$ cat config.mk
export PLATFORM = sky130hd
export DESIGN_NAME = lzcs_unit
export DESIGN_NICKNAME = d
export VERILOG_FILES = /design/src/rtl/lzcs_pkg.sv /design/src/rtl/lzcs_counter.sv /design/src/rtl/lzcs_unit.sv
export SDC_FILE = /design/constraint.sdc
export NUM_CORES = 1
export LEC_CHECK = 0
export BUFFER_PORTS_ARGS = -buffer_cell sky130_fd_sc_hd__buf_4
export CAP_MARGIN = 15
export CORE_AREA = 2 2 124 126
export DETAILED_ROUTE_END_ITERATION = 8
export DIE_AREA = 0 0 126 128
export REMOVE_ABC_BUFFERS = 1
export SLEW_MARGIN = 20
export SYNTH_ARGS = -nofsm -noshare
export SYNTH_HDL_FRONTEND = slang
export SYNTH_SLANG_ARGS = --single-unit
$ cat constraint.sdc
create_clock -name sys_clk_i -period 2.8 [get_ports sys_clk_i]
set_input_delay 0.28 -clock sys_clk_i [delete_from_list [all_inputs] [get_ports sys_clk_i]]
set_output_delay 0.28 -clock sys_clk_i [all_outputs]
set_load 0.02 [all_outputs]
$ cat src/rtl/lzcs_pkg.sv
// Package with constants and types for the leading zero count datapath.
// How it works
// [RQ1] Decode the count opcode; destination in 15:12, source in 3:0, 0001 in 7:4.
// [RQ2] Write the count of leading zero bits of the source into the destination.
// [RQ3] An all-zero source gives 32; a set top bit gives 0.
// [RQ4] Execute only when the condition field in 31:28 passes against the flags.
// [RQ5] Naming the program counter as source or destination gives no defined result.
// [RQ6] Undefined operand cases still complete in one cycle without any stall.
// [RQ7] The instruction producer keeps zero-required fields at zero.
// [RQ8] Clamp negative overflow to 0x80000000 and positive overflow to 0x7FFFFFFF.
// [RQ9] The clamp-detect flag is 1 exactly when clamping to 32 bits is needed.
// [RQ10] The widening helper copies the operand's top bit into all higher bits.
// [RQ11] Halfword select takes the top 16 bits for top, bottom 16 for bottom.
package lzcs_pkg;

  // ==========================================================================
  // Instruction fields.
  localparam int COND_HI = 31;
  localparam int COND_LO = 28;
  localparam int DST_HI = 15;
  localparam int DST_LO = 12;
  localparam int SRC_HI = 3;
  localparam int SRC_LO = 0;
  localparam logic [31:0] OP_MASK = 32'h0FF000F0;
  localparam logic [31:0] OP_MATCH = 32'h01600010;
  localparam logic [31:0] ZERO_REQ_MASK = 32'h000F0F00;
  localparam logic [3:0] PC_INDEX = 4'hF;
  localparam logic [31:0] CLAMP_NEG = 32'h80000000;
  localparam logic [31:0] CLAMP_POS = 32'h7FFFFFFF;
  localparam logic [5:0] ALL_ZERO_COUNT = 6'h20;

  // Condition codes.
  localparam logic [3:0] CC_EQ = 4'h0;
  localparam logic [3:0] CC_NE = 4'h1;
  localparam logic [3:0] CC_CS = 4'h2;
  localparam logic [3:0] CC_CC = 4'h3;
  localparam logic [3:0] CC_MI = 4'h4;
  localparam logic [3:0] CC_PL = 4'h5;
  localparam logic [3:0] CC_VS = 4'h6;
  localparam logic [3:0] CC_VC = 4'h7;
  localparam logic [3:0] CC_HI = 4'h8;
  localparam logic [3:0] CC_LS = 4'h9;
  localparam logic [3:0] CC_GE = 4'hA;
  localparam logic [3:0] CC_LT = 4'hB;
  localparam logic [3:0] CC_GT = 4'hC;
  localparam logic [3:0] CC_LE = 4'hD;
  localparam logic [3:0] CC_AL = 4'hE;

  // ==========================================================================
  // Flags in N, Z, C, V order.
  typedef struct packed {
    logic n;
    logic z;
    logic c;
    logic v;
  } lzcs_flags_type;

  // Register write-back carrier.
  typedef struct packed {
    logic valid;
    logic [3:0] index;
    logic [31:0] data;
    logic pc_hazard;
  } lzcs_wb_type;

  typedef enum logic [1:0] {
    LZCS_HALF_BOTTOM,
    LZCS_HALF_TOP
  } lzcs_half_type;

endpackage : lzcs_pkg

$ cat src/rtl/lzcs_counter.sv
// Combinational leading zero counter.
`timescale 1ns/1ps
module lzcs_counter
  import lzcs_pkg::*;
#(
  parameter int WIDTH = 32
) (
  // Operand.
  input wire logic [WIDTH-1:0] value_i,
  // Count of leading zero bits.
  output logic [5:0] count_o
);

  // ==========================================================================
  // Priority scan from the least significant bit upwards, so the highest
  // set bit is the last one to set the count.
  always_comb begin
    count_o = ALL_ZERO_COUNT; // see [RQ3]
    for (int i = 0; i < WIDTH; i++) begin
      if (value_i[i]) begin
        count_o = 6'(WIDTH - 1 - i); // see [RQ2]
      end
    end
  end

endmodule : lzcs_counter

$ cat src/rtl/lzcs_unit.sv
// Leading zero count execute unit with saturation helpers.
`timescale 1ns/1ps
module lzcs_unit
  import lzcs_pkg::*;
(
  // Clock and reset.
  input wire logic sys_clk_i,
  input wire logic rst_i,
  // Instruction issue.
  input wire logic issue_i,
  input wire logic [31:0] instr_i,
  input wire lzcs_flags_type flags_i,
  input wire logic [31:0] source_reg_index_data_i,
  // Saturation helper operands.
  input wire logic [63:0] wide_result_i,
  input wire logic [15:0] narrow_i,
  input wire logic [31:0] half_src_i,
  input wire lzcs_half_type half_sel_i,
  // Write-back.
  output lzcs_wb_type wb_o,
  output logic leading_zero_count_op_o,
  output logic zero_required_field_bad_o,
  // Helper results.
  output logic [31:0] clamp_to_word_o,
  output logic clamp_detect_o,
  output logic [31:0] widen_signed_o,
  output logic [31:0] half_o
);

  // ==========================================================================
  // Condition evaluation.
  function automatic logic cond_pass(input logic [3:0] cc,
                                     input lzcs_flags_type f);
    case (cc)
      CC_EQ: cond_pass = f.z;
      CC_NE: cond_pass = !f.z;
      CC_CS: cond_pass = f.c;
      CC_CC: cond_pass = !f.c;
      CC_MI: cond_pass = f.n;
      CC_PL: cond_pass = !f.n;
      CC_VS: cond_pass = f.v;
      CC_VC: cond_pass = !f.v;
      CC_HI: cond_pass = f.c && !f.z;
      CC_LS: cond_pass = !f.c || f.z;
      CC_GE: cond_pass = f.n == f.v;
      CC_LT: cond_pass = f.n != f.v;
      CC_GT: cond_pass = !f.z && (f.n == f.v);
      CC_LE: cond_pass = f.z || (f.n != f.v);
      CC_AL: cond_pass = 1'b1;
      default: cond_pass = 1'b0;
    endcase
  endfunction : cond_pass

  // ==========================================================================
  // Register index checks.
  function automatic logic names_pc(input logic [3:0] idx);
    names_pc = (idx == PC_INDEX); // see [RQ5]
  endfunction : names_pc

  // ==========================================================================
  // Decode.
  wire logic is_lzc = (instr_i & OP_MASK) == OP_MATCH; // see [RQ1]
  wire logic [3:0] dst_idx = instr_i[DST_HI:DST_LO]; // see [RQ1]
  wire logic [3:0] src_idx = instr_i[SRC_HI:SRC_LO]; // see [RQ1]
  wire logic passes = cond_pass(instr_i[COND_HI:COND_LO], flags_i);
  wire logic exec = issue_i && is_lzc && passes; // see [RQ4]
  // Program counter operands only raise a flag; the count still completes.
  wire logic pc_used = names_pc(dst_idx) || names_pc(src_idx);
  wire logic zr_bad = issue_i && is_lzc &&
                      ((instr_i & ZERO_REQ_MASK) != 32'h00000000);
  wire logic [5:0] count;

  lzcs_counter #(
    .WIDTH(32)
  ) u_counter (
    .value_i(source_reg_index_data_i),
    .count_o(count)
  );

  // ==========================================================================
  // Saturation helpers.
  wire logic upper_same = (wide_result_i[63:31] == {33{1'b0}}) ||
                          (wide_result_i[63:31] == {33{1'b1}});
  wire logic sat_needed = !upper_same; // see [RQ9]
  wire logic [31:0] sat_val = sat_needed ?
    (wide_result_i[63] ? CLAMP_NEG : CLAMP_POS) :
    wide_result_i[31:0]; // see [RQ8]
  wire logic [31:0] widened = {{16{narrow_i[15]}}, narrow_i}; // see [RQ10]
  wire logic [31:0] half_pick = (half_sel_i == LZCS_HALF_TOP) ?
    {16'h0000, half_src_i[31:16]} :
    {16'h0000, half_src_i[15:0]}; // see [RQ11]

  lzcs_wb_type wb_d;
  always_comb begin
    wb_d = '0;
    wb_d.valid = exec; // see [RQ4]
    wb_d.index = dst_idx;
    wb_d.data = {26'h0000000, count}; // see [RQ2]
    wb_d.pc_hazard = exec && pc_used; // see [RQ5]
  end

  // Single-cycle result: no state machine can hang on any encoding.
  always_ff @(posedge sys_clk_i or posedge rst_i) begin // see [RQ6]
    if (rst_i) begin
      wb_o <= '0;
    end else begin
      wb_o <= wb_d;
    end
  end

  // Status flags that report how the issued word decoded.
  always_ff @(posedge sys_clk_i or posedge rst_i) begin
    if (rst_i) begin
      leading_zero_count_op_o <= 1'b0;
      zero_required_field_bad_o <= 1'b0;
    end else begin
      leading_zero_count_op_o <= issue_i && is_lzc;
      zero_required_field_bad_o <= zr_bad; // see [RQ7]
    end
  end

  // Helper results are recomputed every cycle, whether or not an
  // instruction is issued.
  always_ff @(posedge sys_clk_i or posedge rst_i) begin
    if (rst_i) begin
      clamp_to_word_o <= 32'h00000000;
      clamp_detect_o <= 1'b0;
      widen_signed_o <= 32'h00000000;
      half_o <= 32'h00000000;
    end else begin
      clamp_to_word_o <= sat_val;
      clamp_detect_o <= sat_needed;
      widen_signed_o <= widened;
      half_o <= half_pick;
    end
  end

  // ==========================================================================
  // Assertions on decode and write-back.
  a_skip_failed_cond: assert property ( // see [RQ4]
    @(posedge sys_clk_i) disable iff (rst_i) !passes |=> !wb_o.valid)
    else $error("write-back despite failed condition");
  a_no_match: assert property ( // see [RQ1]
    @(posedge sys_clk_i) disable iff (rst_i)
    issue_i && instr_i[7:4] != 4'h1 |=> !wb_o.valid &&
      !leading_zero_count_op_o)
    else $error("write-back for a word that is not the count op");
  a_op_flag: assert property ( // see [RQ1]
    @(posedge sys_clk_i) disable iff (rst_i)
    issue_i && instr_i[27:20] == 8'h16 && instr_i[7:4] == 4'h1 |=>
      leading_zero_count_op_o)
    else $error("count op not recognised");
  a_count_zero: assert property ( // see [RQ3]
    @(posedge sys_clk_i) disable iff (rst_i)
    exec && source_reg_index_data_i == 32'h0 |=> wb_o.data == 32'h20)
    else $error("zero source did not count 32");
  a_count_msb: assert property ( // see [RQ3]
    @(posedge sys_clk_i) disable iff (rst_i)
    exec && source_reg_index_data_i[31] |=> wb_o.data == 32'h0)
    else $error("top bit set did not count 0");
  a_count_value: assert property ( // see [RQ2]
    @(posedge sys_clk_i) disable iff (rst_i)
    exec && source_reg_index_data_i != 32'h0 |=>
      $past(source_reg_index_data_i) >> (31 - wb_o.data[4:0]) == 32'h1)
    else $error("leading zero count wrong");
  a_data_upper: assert property ( // see [RQ2]
    @(posedge sys_clk_i) disable iff (rst_i)
    exec |=> wb_o.data[31:6] == 26'h0000000)
    else $error("count has bits above its width");
  a_dest_index: assert property ( // see [RQ1]
    @(posedge sys_clk_i) disable iff (rst_i)
    exec |=> wb_o.valid && wb_o.index == $past(instr_i[15:12]))
    else $error("destination index wrong");
  a_no_stall: assert property ( // see [RQ6]
    @(posedge sys_clk_i) disable iff (rst_i)
    issue_i && is_lzc && passes && pc_used |=>
      wb_o.valid && wb_o.pc_hazard)
    else $error("program counter case did not complete");
  a_pc_source: assert property ( // see [RQ5]
    @(posedge sys_clk_i) disable iff (rst_i)
    exec && instr_i[3:0] == 4'hF |=> wb_o.pc_hazard)
    else $error("program counter source not flagged");
  a_pc_clear: assert property ( // see [RQ5]
    @(posedge sys_clk_i) disable iff (rst_i)
    exec && instr_i[15:12] != 4'hF && instr_i[3:0] != 4'hF |=>
      !wb_o.pc_hazard)
    else $error("hazard flagged without program counter");
  a_zero_field: assert property ( // see [RQ7]
    @(posedge sys_clk_i) disable iff (rst_i)
    issue_i && is_lzc && (instr_i[19:16] != 4'h0 || instr_i[11:8] != 4'h0)
      |=> zero_required_field_bad_o)
    else $error("nonzero zero-required field not flagged");

  // ==========================================================================
  // Assertions on the saturation helpers.
  a_clamp_value: assert property ( // see [RQ8]
    @(posedge sys_clk_i) disable iff (rst_i)
    $signed(wide_result_i) > 64'sh7FFFFFFF |=> clamp_to_word_o == 32'h7FFFFFFF)
    else $error("positive clamp wrong");
  a_clamp_neg: assert property ( // see [RQ8]
    @(posedge sys_clk_i) disable iff (rst_i)
    $signed(wide_result_i) < -64'sh80000000 |=> clamp_to_word_o == 32'h80000000)
    else $error("negative clamp wrong");
  a_clamp_detect: assert property ( // see [RQ9]
    @(posedge sys_clk_i) disable iff (rst_i)
    ($signed(wide_result_i) > 64'sh7FFFFFFF ||
     $signed(wide_result_i) < -64'sh80000000) |=> clamp_detect_o)
    else $error("clamp detect missed");
  a_clamp_pass: assert property ( // see [RQ8] [RQ9]
    @(posedge sys_clk_i) disable iff (rst_i)
    ($signed(wide_result_i) <= 64'sh7FFFFFFF &&
     $signed(wide_result_i) >= -64'sh80000000) |=>
      !clamp_detect_o && clamp_to_word_o == $past(wide_result_i[31:0]))
    else $error("in-range result was altered");
  a_widen_top: assert property ( // see [RQ10]
    @(posedge sys_clk_i) disable iff (rst_i)
    1'b1 |=> widen_signed_o[31:16] == {16{$past(narrow_i[15])}})
    else $error("sign extension wrong");
  a_widen_low: assert property ( // see [RQ10]
    @(posedge sys_clk_i) disable iff (rst_i)
    1'b1 |=> widen_signed_o[15:0] == $past(narrow_i))
    else $error("widened operand lost its low bits");
  a_half_pick: assert property ( // see [RQ11]
    @(posedge sys_clk_i) disable iff (rst_i)
    half_sel_i == LZCS_HALF_TOP |=>
      half_o[15:0] == $past(half_src_i[31:16]))
    else $error("top halfword wrong");
  a_half_bottom: assert property ( // see [RQ11]
    @(posedge sys_clk_i) disable iff (rst_i)
    half_sel_i == LZCS_HALF_BOTTOM |=>
      half_o[15:0] == $past(half_src_i[15:0]))
    else $error("bottom halfword wrong");
  a_half_upper: assert property ( // see [RQ11]
    @(posedge sys_clk_i) disable iff (rst_i)
    1'b1 |=> half_o[31:16] == 16'h0000)
    else $error("selected halfword not zero-extended");

  // ==========================================================================
  // Main scenarios.
  c_exec_count: cover property (@(posedge sys_clk_i) disable iff (rst_i)
    exec ##1 wb_o.valid);
  c_cond_fail: cover property (@(posedge sys_clk_i) disable iff (rst_i)
    issue_i && is_lzc && !passes);
  c_clamp: cover property (@(posedge sys_clk_i) disable iff (rst_i)
    sat_needed);
  c_pc_hazard: cover property (@(posedge sys_clk_i) disable iff (rst_i)
    wb_o.pc_hazard);
  c_zero_field: cover property (@(posedge sys_clk_i) disable iff (rst_i)
    zero_required_field_bad_o);

endmodule : lzcs_unit

; ---- Word level (Yosys, flattened, before mapping)
; Index checks and enable logic that the tools add are counted.
[totals]
ff_bits = 79
in_bits = 185
output_inout_bits = 137
word_cells = 85
[op_classes]
n_eq_ne = 21
muxes = 36
reduce_logical = 18
[op_table]
columns = cell, n
row1 = $mux 6, 32
row2 = $mux 32, 2
row3 = $eq 4x4->1 const B, 9
row4 = $eq 33x33->1 const B, 1
row5 = $logic_not 33->1, 1
row6 = $reduce_bool 32->1, 1
row7 = $eq 4x3->1 const B, 4
row8 = $mux 16, 1
row9 = $pmux 1 s15, 1
row10 = $eq 12x9->1 const B, 1
row11 = $eq 4x2->1 const B, 2
row12 = $logic_and 1x1->1, 6
row13 = $logic_not 1->1, 5
row14 = $eq 4x1->1 const B, 1
row15 = $logic_not 4->1, 1
row16 = $logic_or 1x1->1, 4
row17 = $eq 2x1->1 const B, 1
row18 = $eq 1x1->1, 1
row19 = $ne 1x1->1, 1

; ---- Depth between registers and ports, before layout
[depth]
depth_word = 32
depth_mapped = 6
mapped_depth_nobuf = 5

; ---- Cells and area by module
; A second synthesis with hierarchy kept.
[hier_totals]
cells_unflattened = 328
area_unflattened_um2 = 3758.6
[modules_own_cells]
columns = module, n_inst, cells_per_inst, area_per_inst_um2, seq_area_each_um2
row1 = lzcs_unit, 1, 263, 3390.8, 1976.9
row2 = lzcs_counter, 1, 65, 367.9, 0.0

; ---- Worst setup path after synthesis
; OpenSTA, ideal clock, no wires.
[synth_path]
kind = input to register
from = input port instr_i[30]
to = register wb_o[0] in the netlist's numbering
setup_ps = 121
arrival_time_ps = 1478
slack_ps = 1201
stages = 6
path_cell_list = buf_6 -> mux4_2 -> nor2_1 -> or4_1 -> o311a_1 -> a21boi_1
[synth_lines]
columns = item, line
row1 = from (decl), lzcs_unit.sv:11  ; input wire logic [31:0] instr_i,
row2 = to (signal assigned), lzcs_unit.sv:107  ; wb_o <= wb_d;
row3 = to (decl), lzcs_unit.sv:20  ; output lzcs_wb_type wb_o,

; ---- Final worst setup path
[layout_path]
from = input port wide_result_i[32]
to = register clamp_to_word_o[27]
[layout_between]
elab_chain_cells = 3
elab_cells_between_ends = 4
[layout_lines]
columns = item, line
row1 = from (decl), lzcs_unit.sv:15  ; input wire logic [63:0] wide_result_i,
row2 = $eq 33x33->1 or $logic_not 33->1 (tied branches), "lzcs_unit.sv:83, lzcs_unit.sv:82"
row3 = $logic_or 1x1->1 (*), lzcs_unit.sv:82  ; wire logic upper_same = (wide_result_i[63:31] == {33{1'b0}}) ||
row4 = $mux 32 (*), lzcs_unit.sv:85  ; wire logic [31:0] sat_val = sat_needed ?
row5 = named net sat_val[27], lzcs_unit.sv:85
row6 = to (signal assigned), lzcs_unit.sv:131  ; clamp_to_word_o <= sat_val;
row7 = to (decl), lzcs_unit.sv:24  ; output logic [31:0] clamp_to_word_o,
; The timed path passes the listed nets; every way through them passes the cells marked *.

==> results.sh <==
export IMPL_status="finished, final reports clean"
export IMPL_initial_utilization_pct=24.6
export IMPL_grt_overflow=0
export IMPL_worst_setup_path_type="in2reg"
export IMPL_dr_pass1_iters=4
export IMPL_setup_violations=0
export IMPL_fp_dieW_um=126
export IMPL_synth_cell_types=47
export IMPL_post_cts_buffers=0
export IMPL_synthFlopType="dfrtp_1"
export IMPL_total_power_mw=3.19
export IMPL_cts_clk_slew_worst_paths_ps=60
export IMPL_areaGrowthSynthToFinish_pct=65.8
export IMPL_dp_cells=768
export IMPL_layout_drive_gt1_share_pct=53.6
export IMPL_layoutNonFillerInstCount=785
export IMPL_post_route_period_util_pct=65.1
export IMPL_vias=3446
export IMPL_rows=45
export IMPL_clockRootBuffer="clkbuf_16"
export IMPL_cts_sinks=79
export IMPL_synth_edf_count=0
export IMPL_diodes=0
export IMPL_grt_pass1_vias=3352
export IMPL_powerDensity_nw_per_um2=526
export IMPL_cap_violations=0
export IMPL_syn_area_um2=3660
export IMPL_clockPowerShare_pct=42.4
export IMPL_die_area_um2=16100
export IMPL_rsz0062_at_grt="no"
export IMPL_worst_pin_slew_ps=700
export IMPL_yosysSeqAreaShare_pct=54.1
export IMPL_hp_class="in2reg"
export IMPL_p_comb_share_pct=19.3
export IMPL_drt_antenna_violating_nets=0
export IMPL_routed_wl_um=11900
export IMPL_cp_cell_sequence="buf_4 -> nor4_1 -> nand4_1 -> nor3_1 -> a31o_2 -> a21o_1"
export IMPL_final_cell_mix="283 x buf_4, 79 x dfrtp_1, 42 x conb_1"
export IMPL_antenna_found_initial=0
export IMPL_track_usage_pct=13.8
export IMPL_holdWs_ps=49.5
export IMPL_seqPwrFrac_pct=38.3
export IMPL_syn_area_per_cell_um2=11.3
export IMPL_crit_family="compound AO/OA/AOI/OAI gates"
export IMPL_sw_frac_of_total_pct=24.9
export IMPL_ctsHtreeMaxLevel=3
export IMPL_crit_path_max_fanout=32
export IMPL_arrival_ps=2090
export IMPL_ys_seq_elements=79
export IMPL_hold_viol=0
export IMPL_route_detailed_drc=0
export IMPL_maxSlewViolCount=0
export IMPL_required_ps=3060
export IMPL_ir_drop_v=0.000336
export IMPL_final_nets=777
export IMPL_p_sw_mw=0.796
export IMPL_power_internal_mw=2.39
export IMPL_viasPerCell=4.39
export IMPL_synthArstFlopShare_pct=100
export IMPL_worstSetupStartpointType="input port"
export IMPL_ctsResizeCount=0
export IMPL_drt_wirelength_per_cell_um=15.1
export IMPL_leakage_nw=3.12
export IMPL_cp_slowest_cell="a31o_2"
export IMPL_syn_inst=325
export IMPL_cts_made_buffers=9
export IMPL_die_h_um=128
export IMPL_fmax_mhz=549
export IMPL_grt_pass1_wl_um=17400
export IMPL_min_period_ps=1820
export IMPL_critPathMaxStageDelay_ps=630
export IMPL_design_core_area_um2=14900
export IMPL_cts_buffer_depth=2
export IMPL_cts_tree="yes"
export IMPL_cp_end_kind="flip-flop"
export IMPL_port_buffers=279
export IMPL_dp_hpwl_um=9630
export IMPL_ios=322
export IMPL_gp_congestion=0.900
export IMPL_drt_iter0_drc=103
export IMPL_ys_warn_count=0
export IMPL_relSlewSlack_pct=53.3
export IMPL_crit_buf_inv=1
export IMPL_grt_max_degree=34
export IMPL_final_common_cell="buf_4"
export IMPL_tns_ps=0
## Yosys cell counts (3+ instances only)
master | n | area (µm²)
mux2_2 | 16 | 180
clkbuf_1 | 5 | 18.8
or4_1 | 3 | 22.5
inv_1 | 11 | 41.3
a21o_1 | 31 | 233
nand2_1 | 8 | 30.0
buf_2 | 3 | 15.0
nor2_1 | 15 | 56.3
buf_4 | 58 | 435
a21oi_1 | 8 | 40.0
a21boi_0 | 3 | 22.5
nor4_1 | 16 | 100
o21ai_0 | 4 | 20.0
nor3_1 | 10 | 50.1
nand4_1 | 12 | 75.1
nor2b_1 | 4 | 25.0
dfrtp_1 | 79 | 1980
## per-layer routing
layer,vias up,part of all wire [%],global-route usage [%]
met5,-,0,0
met3,27,8.2,3.05
met2,184,52,24.9
li1,1599,-,-
met1,1636,36,14.9
met4,0,3.6,8.14
## cell type report
cell class	count	area [µm²]
Inverter	11	42.5
Timing Repair Buffer	284	2130
Clock buffer	9	225
Sequential cell	79	1980
Multi-Input combinational cell	207	1320
Clock inverter	7	128
Fill cell	1489	8800
Tap cell	188	235
## power groups by stage
| stage | Sequential [mW] | Clock (mW) | Combinational [mW] |
|---|---|---|---|
| 3_5_place_dp | 1.24 | 0 | 0.621 |
| 5_1_grt | 1.23 | 1.43 | 0.662 |
| 4_1_cts | 1.22 | 1.39 | 0.624 |
| 6_report | 1.22 | 1.35 | 0.617 |
| 2_1_floorplan | 1.33 | 0 | 0.157 |
| 3_3_place_gp | 1.24 | 0 | 0.611 |
## cells by family (layout without fill, tap and decap cells)
kind of cell	Yosys count	after routing	synth area share, %
muxes	17	17	5.54
other	1	42	0.103
xor gates and xnor gates	2	2	0.479
and+or+nand+nor	78	78	11.7
buffers and inverters	80	311	14.5
DFF	79	79	54.1
AOI/OAI and AO/OA	68	68	13.6
## sequential cells by signal, indices dropped and copies added (netlist names)
register and cells:
widen_signed_o 16, clamp_detect_o 1, zero_required_field_bad_o 1, leading_zero_count_op_o 1, half_o 16, wb_o 12, clamp_to_word_o 32
## metrics by stage
stage	worst slack, ps	cell area (µm²)	util, %
floorplan	179	3320	-
global placement	692	5700	38.4
detailed placement	644	5700	38.4
CTS	979	6060	40.8
global route	848	6060	40.8
finish	978	6060	40.8
## what timing repair did
item | in CTS | in global routing
endpoints found under the setup margin | 0 | 0
hold buffers | 1 | 0
endpoints found under the hold margin | 21 | 0
## final timing paths
kind                              startpoint                   to  slack, ps  cells past startpoint
min in group asynchronous              rst_i  clamp_to_word_o[14]        480                      3
worst min-delay path            narrow_i[10]   widen_signed_o[10]         50                      1
worst max-delay path       wide_result_i[32]  clamp_to_word_o[27]        980                      6
max in group asynchronous              rst_i            half_o[2]       1560                      4
Note: power is estimated with default switching activity, not from simulation.
